**src/rcr_consts.svh**
```systemverilog
// named constants for the remote calibration, reset and identification bank
`ifndef RCR_CONSTS_SVH
`define RCR_CONSTS_SVH
`define RCR_PTR_CFG_RD   8'h03
`define RCR_PTR_RATE_RD  8'h04
`define RCR_PTR_CFG_WR   8'h09
`define RCR_PTR_RATE_WR  8'h0A
`define RCR_PTR_OFS_HI   8'h11
`define RCR_PTR_OFS_LO   8'h12
`define RCR_PTR_IDEAL    8'h23
`define RCR_PTR_MAKER    8'hFE
`define RCR_CFG_POR      8'h00
`define RCR_CFG_WMASK    8'hE4
`define RCR_RATE_POR     8'h08
`define RCR_IDEAL_POR    8'h00
`define RCR_OFS_POR      12'h000
`define RCR_GC_ADDR      8'h00
`define RCR_GC_SWRESET   8'h06
`define RCR_ETA_BASE     12'h828
`define RCR_KELVIN_OFS   30'h00001112
`define RCR_RES_MAX      12'h7FF
`define RCR_RES_MIN      12'h800
`define RCR_RES_POR      16'h0000
`define RCR_RD_UNMAPPED  8'h00
`define RCR_FRAC_PAD     4'h0
`endif

```
**src/rcr_pkg.sv**
```systemverilog
// types shared by the calibration bank, its checker, host model and bench
package rcr_pkg;
	typedef logic [7:0] rcr_byte_t;
	typedef enum logic {RCR_IDLE, RCR_DIV} rcr_conv_e;
endpackage

```
**src/rcr_divider.sv**
```systemverilog
// sequential restoring divider for the ideality rescale
`timescale 1ns/1ps
module rcr_divider #(
	parameter int W = 28,
	parameter int D = 12
) (
	input  wire logic         clk_sys,
	input  wire logic         srst,
	input  wire logic         clkEn,
	input  wire logic         abort,
	input  wire logic         start,
	input  wire logic [W-1:0] dividend,
	input  wire logic [D-1:0] divisor,
	output logic              busy,
	output logic              done,
	output logic [W-1:0]      quotient
);
	localparam int CW = $clog2(W + 1);
	logic [D:0]    remReg, remNext;
	logic [W-1:0]  quoReg, quoNext;
	logic [CW-1:0] cntReg, cntNext;
	logic          busyReg, busyNext;
	logic          doneReg, doneNext;
	logic [D:0]    shifted;

	always_comb begin
		remNext  = remReg;
		quoNext  = quoReg;
		cntNext  = cntReg;
		busyNext = busyReg;
		doneNext = 1'b0;
		shifted  = {remReg[D-1:0], quoReg[W-1]};
		if (abort) begin
			busyNext = 1'b0;
		end else if (start && !busyReg) begin
			remNext  = '0;
			quoNext  = dividend;
			cntNext  = CW'(W);
			busyNext = 1'b1;
		end else if (busyReg) begin
			// remainder stays below divisor, so one extra bit is enough
			quoNext = {quoReg[W-2:0], 1'b0};
			remNext = shifted;
			if (shifted >= {1'b0, divisor}) begin
				remNext    = shifted - {1'b0, divisor};
				quoNext[0] = 1'b1;
			end
			cntNext = cntReg - CW'(1);
			if (cntReg == CW'(1)) begin
				busyNext = 1'b0;
				doneNext = 1'b1;
			end
		end
	end

	always_ff @(posedge clk_sys) begin
		if (srst) begin
			remReg  <= '0;
			quoReg  <= '0;
			cntReg  <= '0;
			busyReg <= 1'b0;
			doneReg <= 1'b0;
		end else if (clkEn) begin
			remReg  <= remNext;
			quoReg  <= quoNext;
			cntReg  <= cntNext;
			busyReg <= busyNext;
			doneReg <= doneNext;
		end
	end

	assign busy     = busyReg;
	assign done     = doneReg;
	assign quotient = quoReg;
endmodule

```
**src/rcr_top.sv**
```systemverilog
// calibration registers, remote result correction, general-call reset, maker id
// What this block does
// - the ideality correction register is written and read at pointer 23h.
// - the ideality correction is an 8-bit two's complement value from -128 to 127.
// - the ideality correction comes up as 00h so the nominal 1.008 ideality applies.
// - remote results are rescaled so the ideality becomes 1.008*2088/(2088+N).
// - a remote offset in result format is added to every remote result.
// - the all-zero general call address is acknowledged and its next byte is examined.
// - a general-call byte of 06h returns all registers to power-on and aborts conversion.
// - any other general-call byte has no effect.
// - pointer FEh reads back a fixed maker identification byte.
// - a software reset sets the configuration register to 00h.
// - a software reset sets the conversion rate register to 08h.
`timescale 1ns/1ps
`include "rcr_consts.svh"
module rcr_top #(
	parameter logic [6:0] DEV_ADDR = 7'h2A,
	// arbitrary neutral maker code
	parameter logic [7:0] MAKER_ID = 8'hA5,
	parameter int         RAW_W    = 16
) (
	input  wire logic               clk_sys,
	input  wire logic               srst,
	input  wire logic               clkEn,
	input  wire logic               addrStb,
	input  wire rcr_pkg::rcr_byte_t addrByte,
	output logic                    addrAck,
	input  wire logic               dataStb,
	input  wire rcr_pkg::rcr_byte_t dataByte,
	input  wire logic               wrStb,
	input  wire logic               rdStb,
	input  wire rcr_pkg::rcr_byte_t ptrAddr,
	input  wire rcr_pkg::rcr_byte_t wrData,
	output rcr_pkg::rcr_byte_t      rdData,
	output logic                    rdValid,
	input  wire logic               convStart,
	input  wire logic [RAW_W-1:0]   rawRemoteK,
	output logic                    convBusy,
	output logic [15:0]             remoteResult,
	output logic                    resultValid,
	output rcr_pkg::rcr_byte_t      cfgOut,
	output rcr_pkg::rcr_byte_t      rateOut,
	output logic                    swResetPulse
);
	import rcr_pkg::*;

	localparam int DIV_W = RAW_W + 12;

	// signed ideality code plus base gives the rescale numerator factor
	function automatic logic [11:0] etaFactor(input rcr_byte_t n);
		etaFactor = `RCR_ETA_BASE + {{4{n[7]}}, n};
	endfunction

	function automatic logic [11:0] satTemp(input logic signed [29:0] v);
		if (v > $signed({18'h00000, `RCR_RES_MAX}))
			satTemp = `RCR_RES_MAX;
		else if (v < $signed({18'h3FFFF, `RCR_RES_MIN}))
			satTemp = `RCR_RES_MIN;
		else
			satTemp = v[11:0];
	endfunction

	rcr_byte_t   cfgReg, cfgNext;
	rcr_byte_t   rateReg, rateNext;
	rcr_byte_t   idealReg, idealNext;
	logic [11:0] ofsReg, ofsNext;
	logic        gcArmedReg, gcArmedNext;
	logic        swRstReg, swRstNext;
	rcr_byte_t   rdDataReg, rdDataNext;
	logic        rdValidReg, rdValidNext;
	logic        swRst;
	logic        isGc;

	assign isGc  = addrStb && (addrByte == `RCR_GC_ADDR);
	assign swRst = dataStb && gcArmedReg && (dataByte == `RCR_GC_SWRESET);

	assign addrAck = isGc || (addrStb && (addrByte[7:1] == DEV_ADDR));

	always_comb begin
		cfgNext     = cfgReg;
		rateNext    = rateReg;
		idealNext   = idealReg;
		ofsNext     = ofsReg;
		gcArmedNext = gcArmedReg;
		swRstNext   = swRst;
		rdDataNext  = rdDataReg;
		rdValidNext = 1'b0;
		// only the first byte after a general call is examined
		if (addrStb)
			gcArmedNext = isGc;
		else if (dataStb)
			gcArmedNext = 1'b0;
		if (swRst) begin
			cfgNext   = `RCR_CFG_POR;
			rateNext  = `RCR_RATE_POR;
			idealNext = `RCR_IDEAL_POR;
			ofsNext   = `RCR_OFS_POR;
		end else if (wrStb) begin
			unique case (ptrAddr)
				`RCR_PTR_CFG_WR:  cfgNext  = wrData & `RCR_CFG_WMASK;
				`RCR_PTR_RATE_WR: rateNext = wrData;
				`RCR_PTR_IDEAL:   idealNext = wrData;
				`RCR_PTR_OFS_HI:  ofsNext[11:4] = wrData;
				`RCR_PTR_OFS_LO:  ofsNext[3:0] = wrData[7:4];
				default:          cfgNext  = cfgReg;
			endcase
		end
		if (rdStb) begin
			rdValidNext = 1'b1;
			unique case (ptrAddr)
				`RCR_PTR_CFG_RD:  rdDataNext = cfgReg;
				`RCR_PTR_RATE_RD: rdDataNext = rateReg;
				`RCR_PTR_IDEAL:   rdDataNext = idealReg;
				`RCR_PTR_OFS_HI:  rdDataNext = ofsReg[11:4];
				`RCR_PTR_OFS_LO:  rdDataNext = {ofsReg[3:0], `RCR_FRAC_PAD};
				`RCR_PTR_MAKER:   rdDataNext = MAKER_ID;
				default:          rdDataNext = `RCR_RD_UNMAPPED;
			endcase
		end
	end

	always_ff @(posedge clk_sys) begin
		if (srst) begin
			cfgReg     <= `RCR_CFG_POR;
			rateReg    <= `RCR_RATE_POR;
			idealReg   <= `RCR_IDEAL_POR;
			ofsReg     <= `RCR_OFS_POR;
			gcArmedReg <= 1'b0;
			swRstReg   <= 1'b0;
			rdDataReg  <= `RCR_RD_UNMAPPED;
			rdValidReg <= 1'b0;
		end else if (clkEn) begin
			cfgReg     <= cfgNext;
			rateReg    <= rateNext;
			idealReg   <= idealNext;
			ofsReg     <= ofsNext;
			gcArmedReg <= gcArmedNext;
			swRstReg   <= swRstNext;
			rdDataReg  <= rdDataNext;
			rdValidReg <= rdValidNext;
		end
	end

	// conversion path: rescale by ideality, shift to celsius, add offset
	rcr_conv_e         stReg, stNext;
	logic [11:0]       convOfsReg, convOfsNext;
	logic [15:0]       resReg, resNext;
	logic              resValidReg, resValidNext;
	logic              divStart;
	logic              divDone;
	logic [DIV_W-1:0]  divQuot;
	logic [DIV_W-1:0]  dividend;
	logic signed [29:0] celsius;

	// correction latched at start, so a write mid-conversion waits a turn
	assign dividend = DIV_W'(rawRemoteK) * DIV_W'(etaFactor(idealReg));
	assign divStart = (stReg == RCR_IDLE) && convStart && !swRst;
	assign celsius  = $signed(30'(divQuot)) - $signed(`RCR_KELVIN_OFS)
		+ $signed({{18{convOfsReg[11]}}, convOfsReg});

	always_comb begin
		stNext       = stReg;
		convOfsNext  = convOfsReg;
		resNext      = resReg;
		resValidNext = 1'b0;
		unique case (stReg)
			RCR_IDLE: begin
				if (divStart) begin
					convOfsNext = ofsReg;
					stNext      = RCR_DIV;
				end
			end
			RCR_DIV: begin
				if (swRst) begin
					stNext = RCR_IDLE;
				end else if (divDone) begin
					resNext      = {satTemp(celsius), `RCR_FRAC_PAD};
					resValidNext = 1'b1;
					stNext       = RCR_IDLE;
				end
			end
		endcase
		// stored result is a register too, so it goes back to power-on
		if (swRst)
			resNext = `RCR_RES_POR;
	end

	always_ff @(posedge clk_sys) begin
		if (srst) begin
			stReg       <= RCR_IDLE;
			convOfsReg  <= `RCR_OFS_POR;
			resReg      <= `RCR_RES_POR;
			resValidReg <= 1'b0;
		end else if (clkEn) begin
			stReg       <= stNext;
			convOfsReg  <= convOfsNext;
			resReg      <= resNext;
			resValidReg <= resValidNext;
		end
	end

	rcr_divider #(
		.W (DIV_W),
		.D (12)
	) uDiv (
		.clk_sys  (clk_sys),
		.srst     (srst),
		.clkEn    (clkEn),
		.abort    (swRst),
		.start    (divStart),
		.dividend (dividend),
		.divisor  (`RCR_ETA_BASE),
		.busy     (),
		.done     (divDone),
		.quotient (divQuot)
	);

	assign rdData       = rdDataReg;
	assign rdValid      = rdValidReg;
	assign convBusy     = (stReg == RCR_DIV);
	assign remoteResult = resReg;
	assign resultValid  = resValidReg;
	assign cfgOut       = cfgReg;
	assign rateOut      = rateReg;
	assign swResetPulse = swRstReg;
endmodule

```
**config.mk**
```make
export PLATFORM = sky130hd
export DESIGN_NAME = rcr_top
export DESIGN_NICKNAME = d
export VERILOG_FILES = /design/src/rcr_pkg.sv /design/src/rcr_divider.sv /design/src/rcr_top.sv
export VERILOG_INCLUDE_DIRS = /design/src
export SDC_FILE = /design/constraint.sdc
export NUM_CORES = 1
export LEC_CHECK = 0
export BUFFER_PORTS_ARGS = -buffer_cell sky130_fd_sc_hd__clkbuf_2
export CORE_MARGIN = 2
export CORE_UTILIZATION = 60
export CTS_CLUSTER_SIZE = 20
export DETAILED_ROUTE_END_ITERATION = 7
export PLACE_DENSITY = 0.82
export SYNTH_ARGS = -nofsm -noshare
export SYNTH_HDL_FRONTEND = slang
export SYNTH_SLANG_ARGS = --single-unit
```
**constraint.sdc**
```tcl
create_clock -name clk_sys -period 9.2 [get_ports clk_sys]
set_input_delay 2.76 -clock clk_sys [delete_from_list [all_inputs] [get_ports clk_sys]]
set_output_delay 2.76 -clock clk_sys [all_outputs]
set_load 0.01 [all_outputs]
```
==> results of run 1 <==
-- final cells by class --
type,count,area (um^2),share of cell area [%]
clock buffers,20,447,3.09
repair buffers,103,546,3.77
flip-flops and latches,116,2320,16.1
inverters,217,815,5.63
multi-input cells,1227,9850,68.1
clock inverters,12,130,0.900
well taps,280,350,2.42
-- worst reg2reg max path, cell delays in order (launching register included) --
cell and delay [ps]:
dfxtp_1 310, buf_4 250, ha_1 230, o21ai_0 80
buf_4 210, ha_1 530, nand2b_1 280, fa_1 430
fa_1 510, fa_1 500, inv_1 60, fa_1 520
inv_1 50, fa_1 520, inv_1 40, ha_1 230
or4_1 480, o21ai_0 140, o31ai_1 180, a21oi_1 270
o31a_1 270, o21ai_0 160, o41ai_1 440, xnor2_1 110
a222oi_1 310, nor2_1 60
-- how the worst max path moves through the flow --
stage,start,to,slack [ps],cells past startpoint
2_1_floorplan,rawRemoteK[5],uDiv.quotient[25],1100,21
3_3_place_gp,rawRemoteK[5],uDiv.quotient[25],770,21
3_5_place_dp,rawRemoteK[6],uDiv.quotient[25],670,21
4_1_cts,rawRemoteK[6],uDiv.quotient[25],1090,21
5_1_grt,rawRemoteK[5],uDiv.quotient[25],580,21
6_report,rawRemoteK[5],uDiv.quotient[25],1010,21
-- metrics by stage --
step	total power, mW	hold slack, ps	instances
after global routing	2.22	494	1975
after global placement	1.39	441	1943
after CTS	2.06	463	1975
after detailed placement	1.41	456	1943
after floorplan	1.23	427	1645
final	2.07	459	1975
-- flip-flops by register name (all words and copies together) (netlist names), 4 cells and up --
name           flops
uDiv.quotient     28
uDiv.cntReg        5
remoteResult      12
cfgOut             4
rdData             8
ofsReg            12
idealReg           8
uDiv.remReg       12
convOfsReg        12
rateOut            8
-- kinds of logic after synthesis --
| family | after synthesis | synth area share (%) |
|---|---|---|
| AOI/OAI and AO/OA | 323 | 16.8 |
| xor gates and xnor gates | 74 | 4.87 |
| adders and majority gates | 242 | 30.7 |
| buffers and inverters | 302 | 8.81 |
| DFF | 116 | 17.4 |
| muxes | 8 | 0.648 |
| other | 1 | 0.0282 |
| and+or+nand+nor | 572 | 20.7 |
-- report_power, final --
group | internal (mW) | switching [mW]
Combinational | 0.349 | 0.538
Clock | 0.405 | 0.242
Sequential | 0.518 | 0.0210
-- per-layer routing --
metal	global-route usage (%)	vias to the layer above	part of all wire, %	wire, um
met3	4.62	93	6.6	2170
li1	-	5600	-	-
met5	0	-	0	0
met4	11.3	0	3.3	1080
met2	49.3	498	49	16100
met1	37.7	5717	41	13700
-- synthesized netlist by cell type (30+ instances only) --
library cell and n:
inv_1 216, nand2_1 201, nor2_1 142, fa_1 141
dfxtp_1 116, ha_1 101, a21oi_1 84, clkbuf_1 68
a22oi_1 56, xnor2_1 42, nand2b_1 39, o21ai_0 35
xor2_1 32, nor3_1 31, and2_1 30
==> flow_metrics.tcl, run 1 <==
set metrics [dict create \
    outcome "finished, final reports clean" \
    min_period_over_period_pct 89.1 \
    core-area_um2 21800 \
    slew_violations 0 \
    rows 54 \
    area_delta_synth_final_pct 8.58 \
    cts_hold_buf 0 \
    gp_congestion 0.959 \
    grt_pass1_wl_um 56800 \
    final_cell_mix "216 x inv_1, 201 x nand2_1, 141 x nor2_1, 141 x fa_1, 116 x dfxtp_1" \
    cpMostUsedCell "fa_1" \
    drt_pass1_iterations 7 \
    cts.sinks 116 \
    worstPathArrival_ps 8470 \
    rsz0062_at_grt "no" \
    nets 1980 \
    design.die.area_um2 23400 \
    portBuffers 92 \
    syn_area_um2 13300 \
    regToRegEndpoint "uDiv.quotient[25]" \
    overflow 0 \
    ys_top_cells_by_area "fa_1 21%, dfxtp_1 17%, ha_1 9.5%" \
    cts-resized-gates 0 \
    drc 0 \
    cp_slowest_cell "fa_1" \
    max_slew_margin_pct 32.3 \
    clock_skew_ps 10.5 \
    layout-drive-gt1-share_pct 9.62 \
    reg2reg_from "idealReg[3]" \
    antenna_found_initial 0 \
    worst-r2r-setup-slack_ps 1870 \
    final_util_pct 66.3 \
    wl_um 33100 \
    via_per_inst 6.03 \
    slowest_delay_ps 570 \
    clk_pin_slew_worst_paths_ps 60 \
    worstMarginPinSlew_ps 1010 \
    yosys_warnings 0 \
    dpl-instance-area_um2 13900 \
    crit_type "primary input to register" \
    cp_top_family "adder cells" \
    mostFrequentLayoutCell "inv_1" \
    r2r_cells 25 \
    cts_made_buffers 17 \
    syn_inst 1638 \
    fin_crit_ps 8190 \
    grt_pass1_vias 11900 \
    dieHeight_um 153 \
    synthArstFlopShare_pct 0 \
    postCtsSetupBuffers 0 \
    netlist.area_leader.share_pct 21.2 \
    setup_viol 0 \
    fmax_mhz 122 \
    yosysTopAreaCell "fa_1" \
    diodes 0 \
    hold_depth 2 \
    ys_ff_latch 116 \
    initial_core_util_pct 61.0 \
    vdd.ir_drop.worst_mv 0.155 \
    first_iter_violations 980 \
    clk_latency_ps 420 \
    crit_chain "clkbuf_2 > nand2_1 > fa_1 > fa_1 > fa_1 > inv_1 > fa_1 > inv_1 > fa_1 > inv_1 > ha_1 > or4_1 > o21ai_0 > o31ai_1 > a21oi_1 > o31a_1 > o21ai_0 > o41ai_1 > xnor2_1 > a222oi_1 > nor2_1" \
    synth_ff_type "dfxtp_1" \
    crit_buf_inv 4 \
    nFillCells 1791 \
    clock_path_buffers 2 \
    synth_cell_types 80 \
    fp.dieW_um 153 \
    io_pins 101 \
    worstHoldStart "gcArmedReg" \
    worstSetupStartpointType "primary input" \
    path_max_fanout 11 \
    pre_cts_ws_ps 669 \
    wl_per_cell_um 16.8 \
    p_leak_nw 6.80 \
    tritoncts "built" \
    via_count 11900 \
    cp-end-kind "register" \
    cts_max_level 4 \
    track_usage_pct 29.1 \
    dp_hpwl_um 25700 \
    ant_nets 0 \
    final.setup.tns_ps 0 \
    final_cell_area_um2 14500 \
    clockRootBuffer "clkbuf_16" \
    finalHoldViolations 0 \
    grt_max_degree 97 \
    avgSynthCellArea_um2 8.13 \
    hold_path_end "gcArmedReg" \
    hold_path.class "register to register" \
    yosysSeqAreaShare_pct 17.4 \
    maxCapViolations 0 \
    worst_slack_ps 1010 \
    synth_edf_count 0 \
    critPathRequiredTime_ps 9470 \
    powerDensity_nw_per_um2 143 \
]
No activity file was read; power rests on OpenSTA's default activity.
==> run 2, diff against run 1 <==
--- a/config.mk
+++ b/config.mk
@@ -9,3 +9,2 @@
 export BUFFER_PORTS_ARGS = -buffer_cell sky130_fd_sc_hd__clkbuf_2
-export CORE_MARGIN = 2
 export CORE_UTILIZATION = 60
==> constraint.sdc (replaced) <==
create_clock -name clk_sys -period 9.2 [get_ports clk_sys]
set_input_delay 0 -clock clk_sys [delete_from_list [all_inputs] [get_ports clk_sys]]
set_output_delay 0 -clock clk_sys [all_outputs]
set_load 0.01 [all_outputs]
==> run 2 against run 1 <==
Net effect:
- cell area grew 0.91%
- register-to-register slack lost 940 ps
- routed wire length grew 4.0%
- die area shrank 2.6%
- first-iteration DRC count grew 17%
- critical endpoint unchanged
==> flow_metrics.tcl, run 2 (synthesis results as in run 1) <==
set metrics [dict create \
    drc 0 \
    cp_top_family "adder cells" \
    overflow 0 \
    multi_input_area_um2 9850 \
    first_iter_violations 1143 \
    postCtsSetupBuffers 0 \
    via_count 12100 \
    powerDensity_nw_per_um2 144 \
    antenna_found_initial 0 \
    diodes 0 \
    design.die.area_um2 22800 \
    cts_made_buffers 17 \
    maxCapViolations 0 \
    cp_slowest_cell "o21ai_0" \
    rows 54 \
    wl_um 34500 \
    pwr-share-comb_pct 42.8 \
    worstHoldStart "ptrAddr[1]" \
    cts-resized-gates 0 \
    regArea_um2 2320 \
    setup_viol 0 \
    slew_violations 0 \
    clockRootBuffer "clkbuf_16" \
    nFillCells 1749 \
    hold_depth 4 \
    max_slew_margin_pct 22.7 \
    fp.dieW_um 151 \
    sw_frac_of_total_pct 39.3 \
    crit_buf_inv 3 \
    path_max_fanout 20 \
    io_pins 101 \
    area_delta_synth_final_pct 9.56 \
    largest_reg_flops 28 \
    clock_skew_ps 9.06 \
    ant_nets 0 \
    cts_max_level 4 \
    power_switching_mw 0.828 \
    dp_hpwl_um 25900 \
    clk_pin_slew_worst_paths_ps 60 \
    grt_max_degree 112 \
    cpMostUsedCell "fa_1" \
    outcome "finished, final reports clean" \
    hold_path_end "rateOut[3]" \
    final_cell_area_um2 14600 \
    clk_latency_ps 420 \
    cp-end-kind "register" \
    tritoncts "built" \
    final.setup.tns_ps 0 \
    worstMarginPinSlew_ps 1160 \
    internal_power_mw 1.28 \
    min_period_over_period_pct 89.8 \
    cts.sinks 116 \
    p_leak_nw 6.84 \
    rsz0062_at_grt "no" \
    regToRegEndpoint "uDiv.quotient[25]" \
    clockPowerShare_pct 31.5 \
    nets 1991 \
    reg2reg_from "idealReg[3]" \
    gp_congestion 0.917 \
    r2r_cells 23 \
    via_per_inst 6.09 \
    initial_core_util_pct 61.0 \
    worstPathArrival_ps 8520 \
    mostFrequentLayoutCell "inv_1" \
    worst-r2r-setup-slack_ps 930 \
    dpl-instance-area_um2 13900 \
    final_cell_mix "216 x inv_1, 201 x nand2_1, 141 x nor2_1, 141 x fa_1, 116 x dfxtp_1" \
    portBuffers 92 \
    crit_chain "ha_1 > o21ai_0 > ha_1 > nand2b_1 > fa_1 > fa_1 > fa_1 > inv_1 > fa_1 > inv_1 > fa_1 > inv_1 > ha_1 > or4_1 > o21ai_0 > o31ai_1 > a21oi_1 > o31a_1 > o21ai_0 > o41ai_1 > xnor2_1 > a222oi_1 > nor2_1" \
    vdd.ir_drop.worst_mv 0.135 \
    critPathRequiredTime_ps 9450 \
    clock_path_buffers 2 \
    grt_pass1_wl_um 57100 \
    track_usage_pct 31.7 \
    worstSetupStartpointType "register" \
    p_seq_share_pct 25.7 \
    dieHeight_um 151 \
    drt_pass1_iterations 6 \
    grt_pass1_vias 12000 \
    hold_path.class "primary input to register" \
    core-area_um2 21800 \
    crit_type "register to register" \
    wl_per_cell_um 17.3 \
    fin_crit_ps 8270 \
    fmax_mhz 121 \
    slowest_delay_ps 850 \
    layout-drive-gt1-share_pct 9.55 \
    finalHoldViolations 0 \
]
run 2: final cells by class:
cell class / count / area share [%]
multi-input combinational: 1227 / 67.5
tap: 280 / 2.40
timing repair buffer: 114 / 4.53
clock inverter: 14 / 1.05
clock buffer: 18 / 3.01
sequential: 116 / 15.9
inverter: 217 / 5.58
run 2: worst max path at each step:
| stage | startpoint | end | cells past startpoint |
|---|---|---|---|
| detailed placement | idealReg[3] | uDiv.quotient[25] | 23 |
| finish | idealReg[3] | uDiv.quotient[25] | 23 |
| global placement | idealReg[3] | uDiv.quotient[25] | 23 |
| floorplan | idealReg[4] | uDiv.quotient[25] | 25 |
| global route | idealReg[3] | uDiv.quotient[27] | 23 |
| CTS | idealReg[3] | uDiv.quotient[25] | 23 |
run 2: repair_timing:
item,in CTS,in global routing
endpoints found under the hold margin,38,0
endpoints found under the setup margin,0,0
hold buffers,13,0
run 2: metrics by stage:
step                hold WS (ps)  power, mW  util (%)  setup slack, ps  cells
global route                 107       2.24      66.9              533   1986
floorplan                   93.9       1.23         -             2680   1645
finish                      68.7       2.10      66.9              934   1986
detailed placement           297       1.43      63.5             1130   1941
global placement             298       1.40      63.5             1520   1941
CTS                         35.6       2.09      66.9             1090   1986
run 2: power groups by stage:
| stage | combinational, mW | clock [mW] | sequential [mW] |
|---|---|---|---|
| after floorplan | 0.691 | 0 | 0.543 |
| after global placement | 0.854 | 0 | 0.550 |
| after detailed placement | 0.878 | 0 | 0.551 |
| after CTS | 0.887 | 0.666 | 0.540 |
| after global routing | 1.00 | 0.690 | 0.543 |
| final | 0.900 | 0.664 | 0.541 |
run 2: layer usage:
layer  track usage [%]  share of wire (%)
met3              4.61                7.0
met5                 0                  0
met1              40.4                 41
met2              53.8                 49
met4              12.8                3.4
run 2: worst reg2reg max path, stage by stage, from the launching register on:
cell and delay, ps:
dfxtp_1 580, ha_1 380, o21ai_0 850, ha_1 580, nand2b_1 260, fa_1 440, fa_1 500, fa_1 490
inv_1 50, fa_1 540, inv_1 60, fa_1 530, inv_1 40, ha_1 220, or4_1 460, o21ai_0 130
o31ai_1 160, a21oi_1 230, o31a_1 270, o21ai_0 190, o41ai_1 580, xnor2_1 150, a222oi_1 330, nor2_1 80
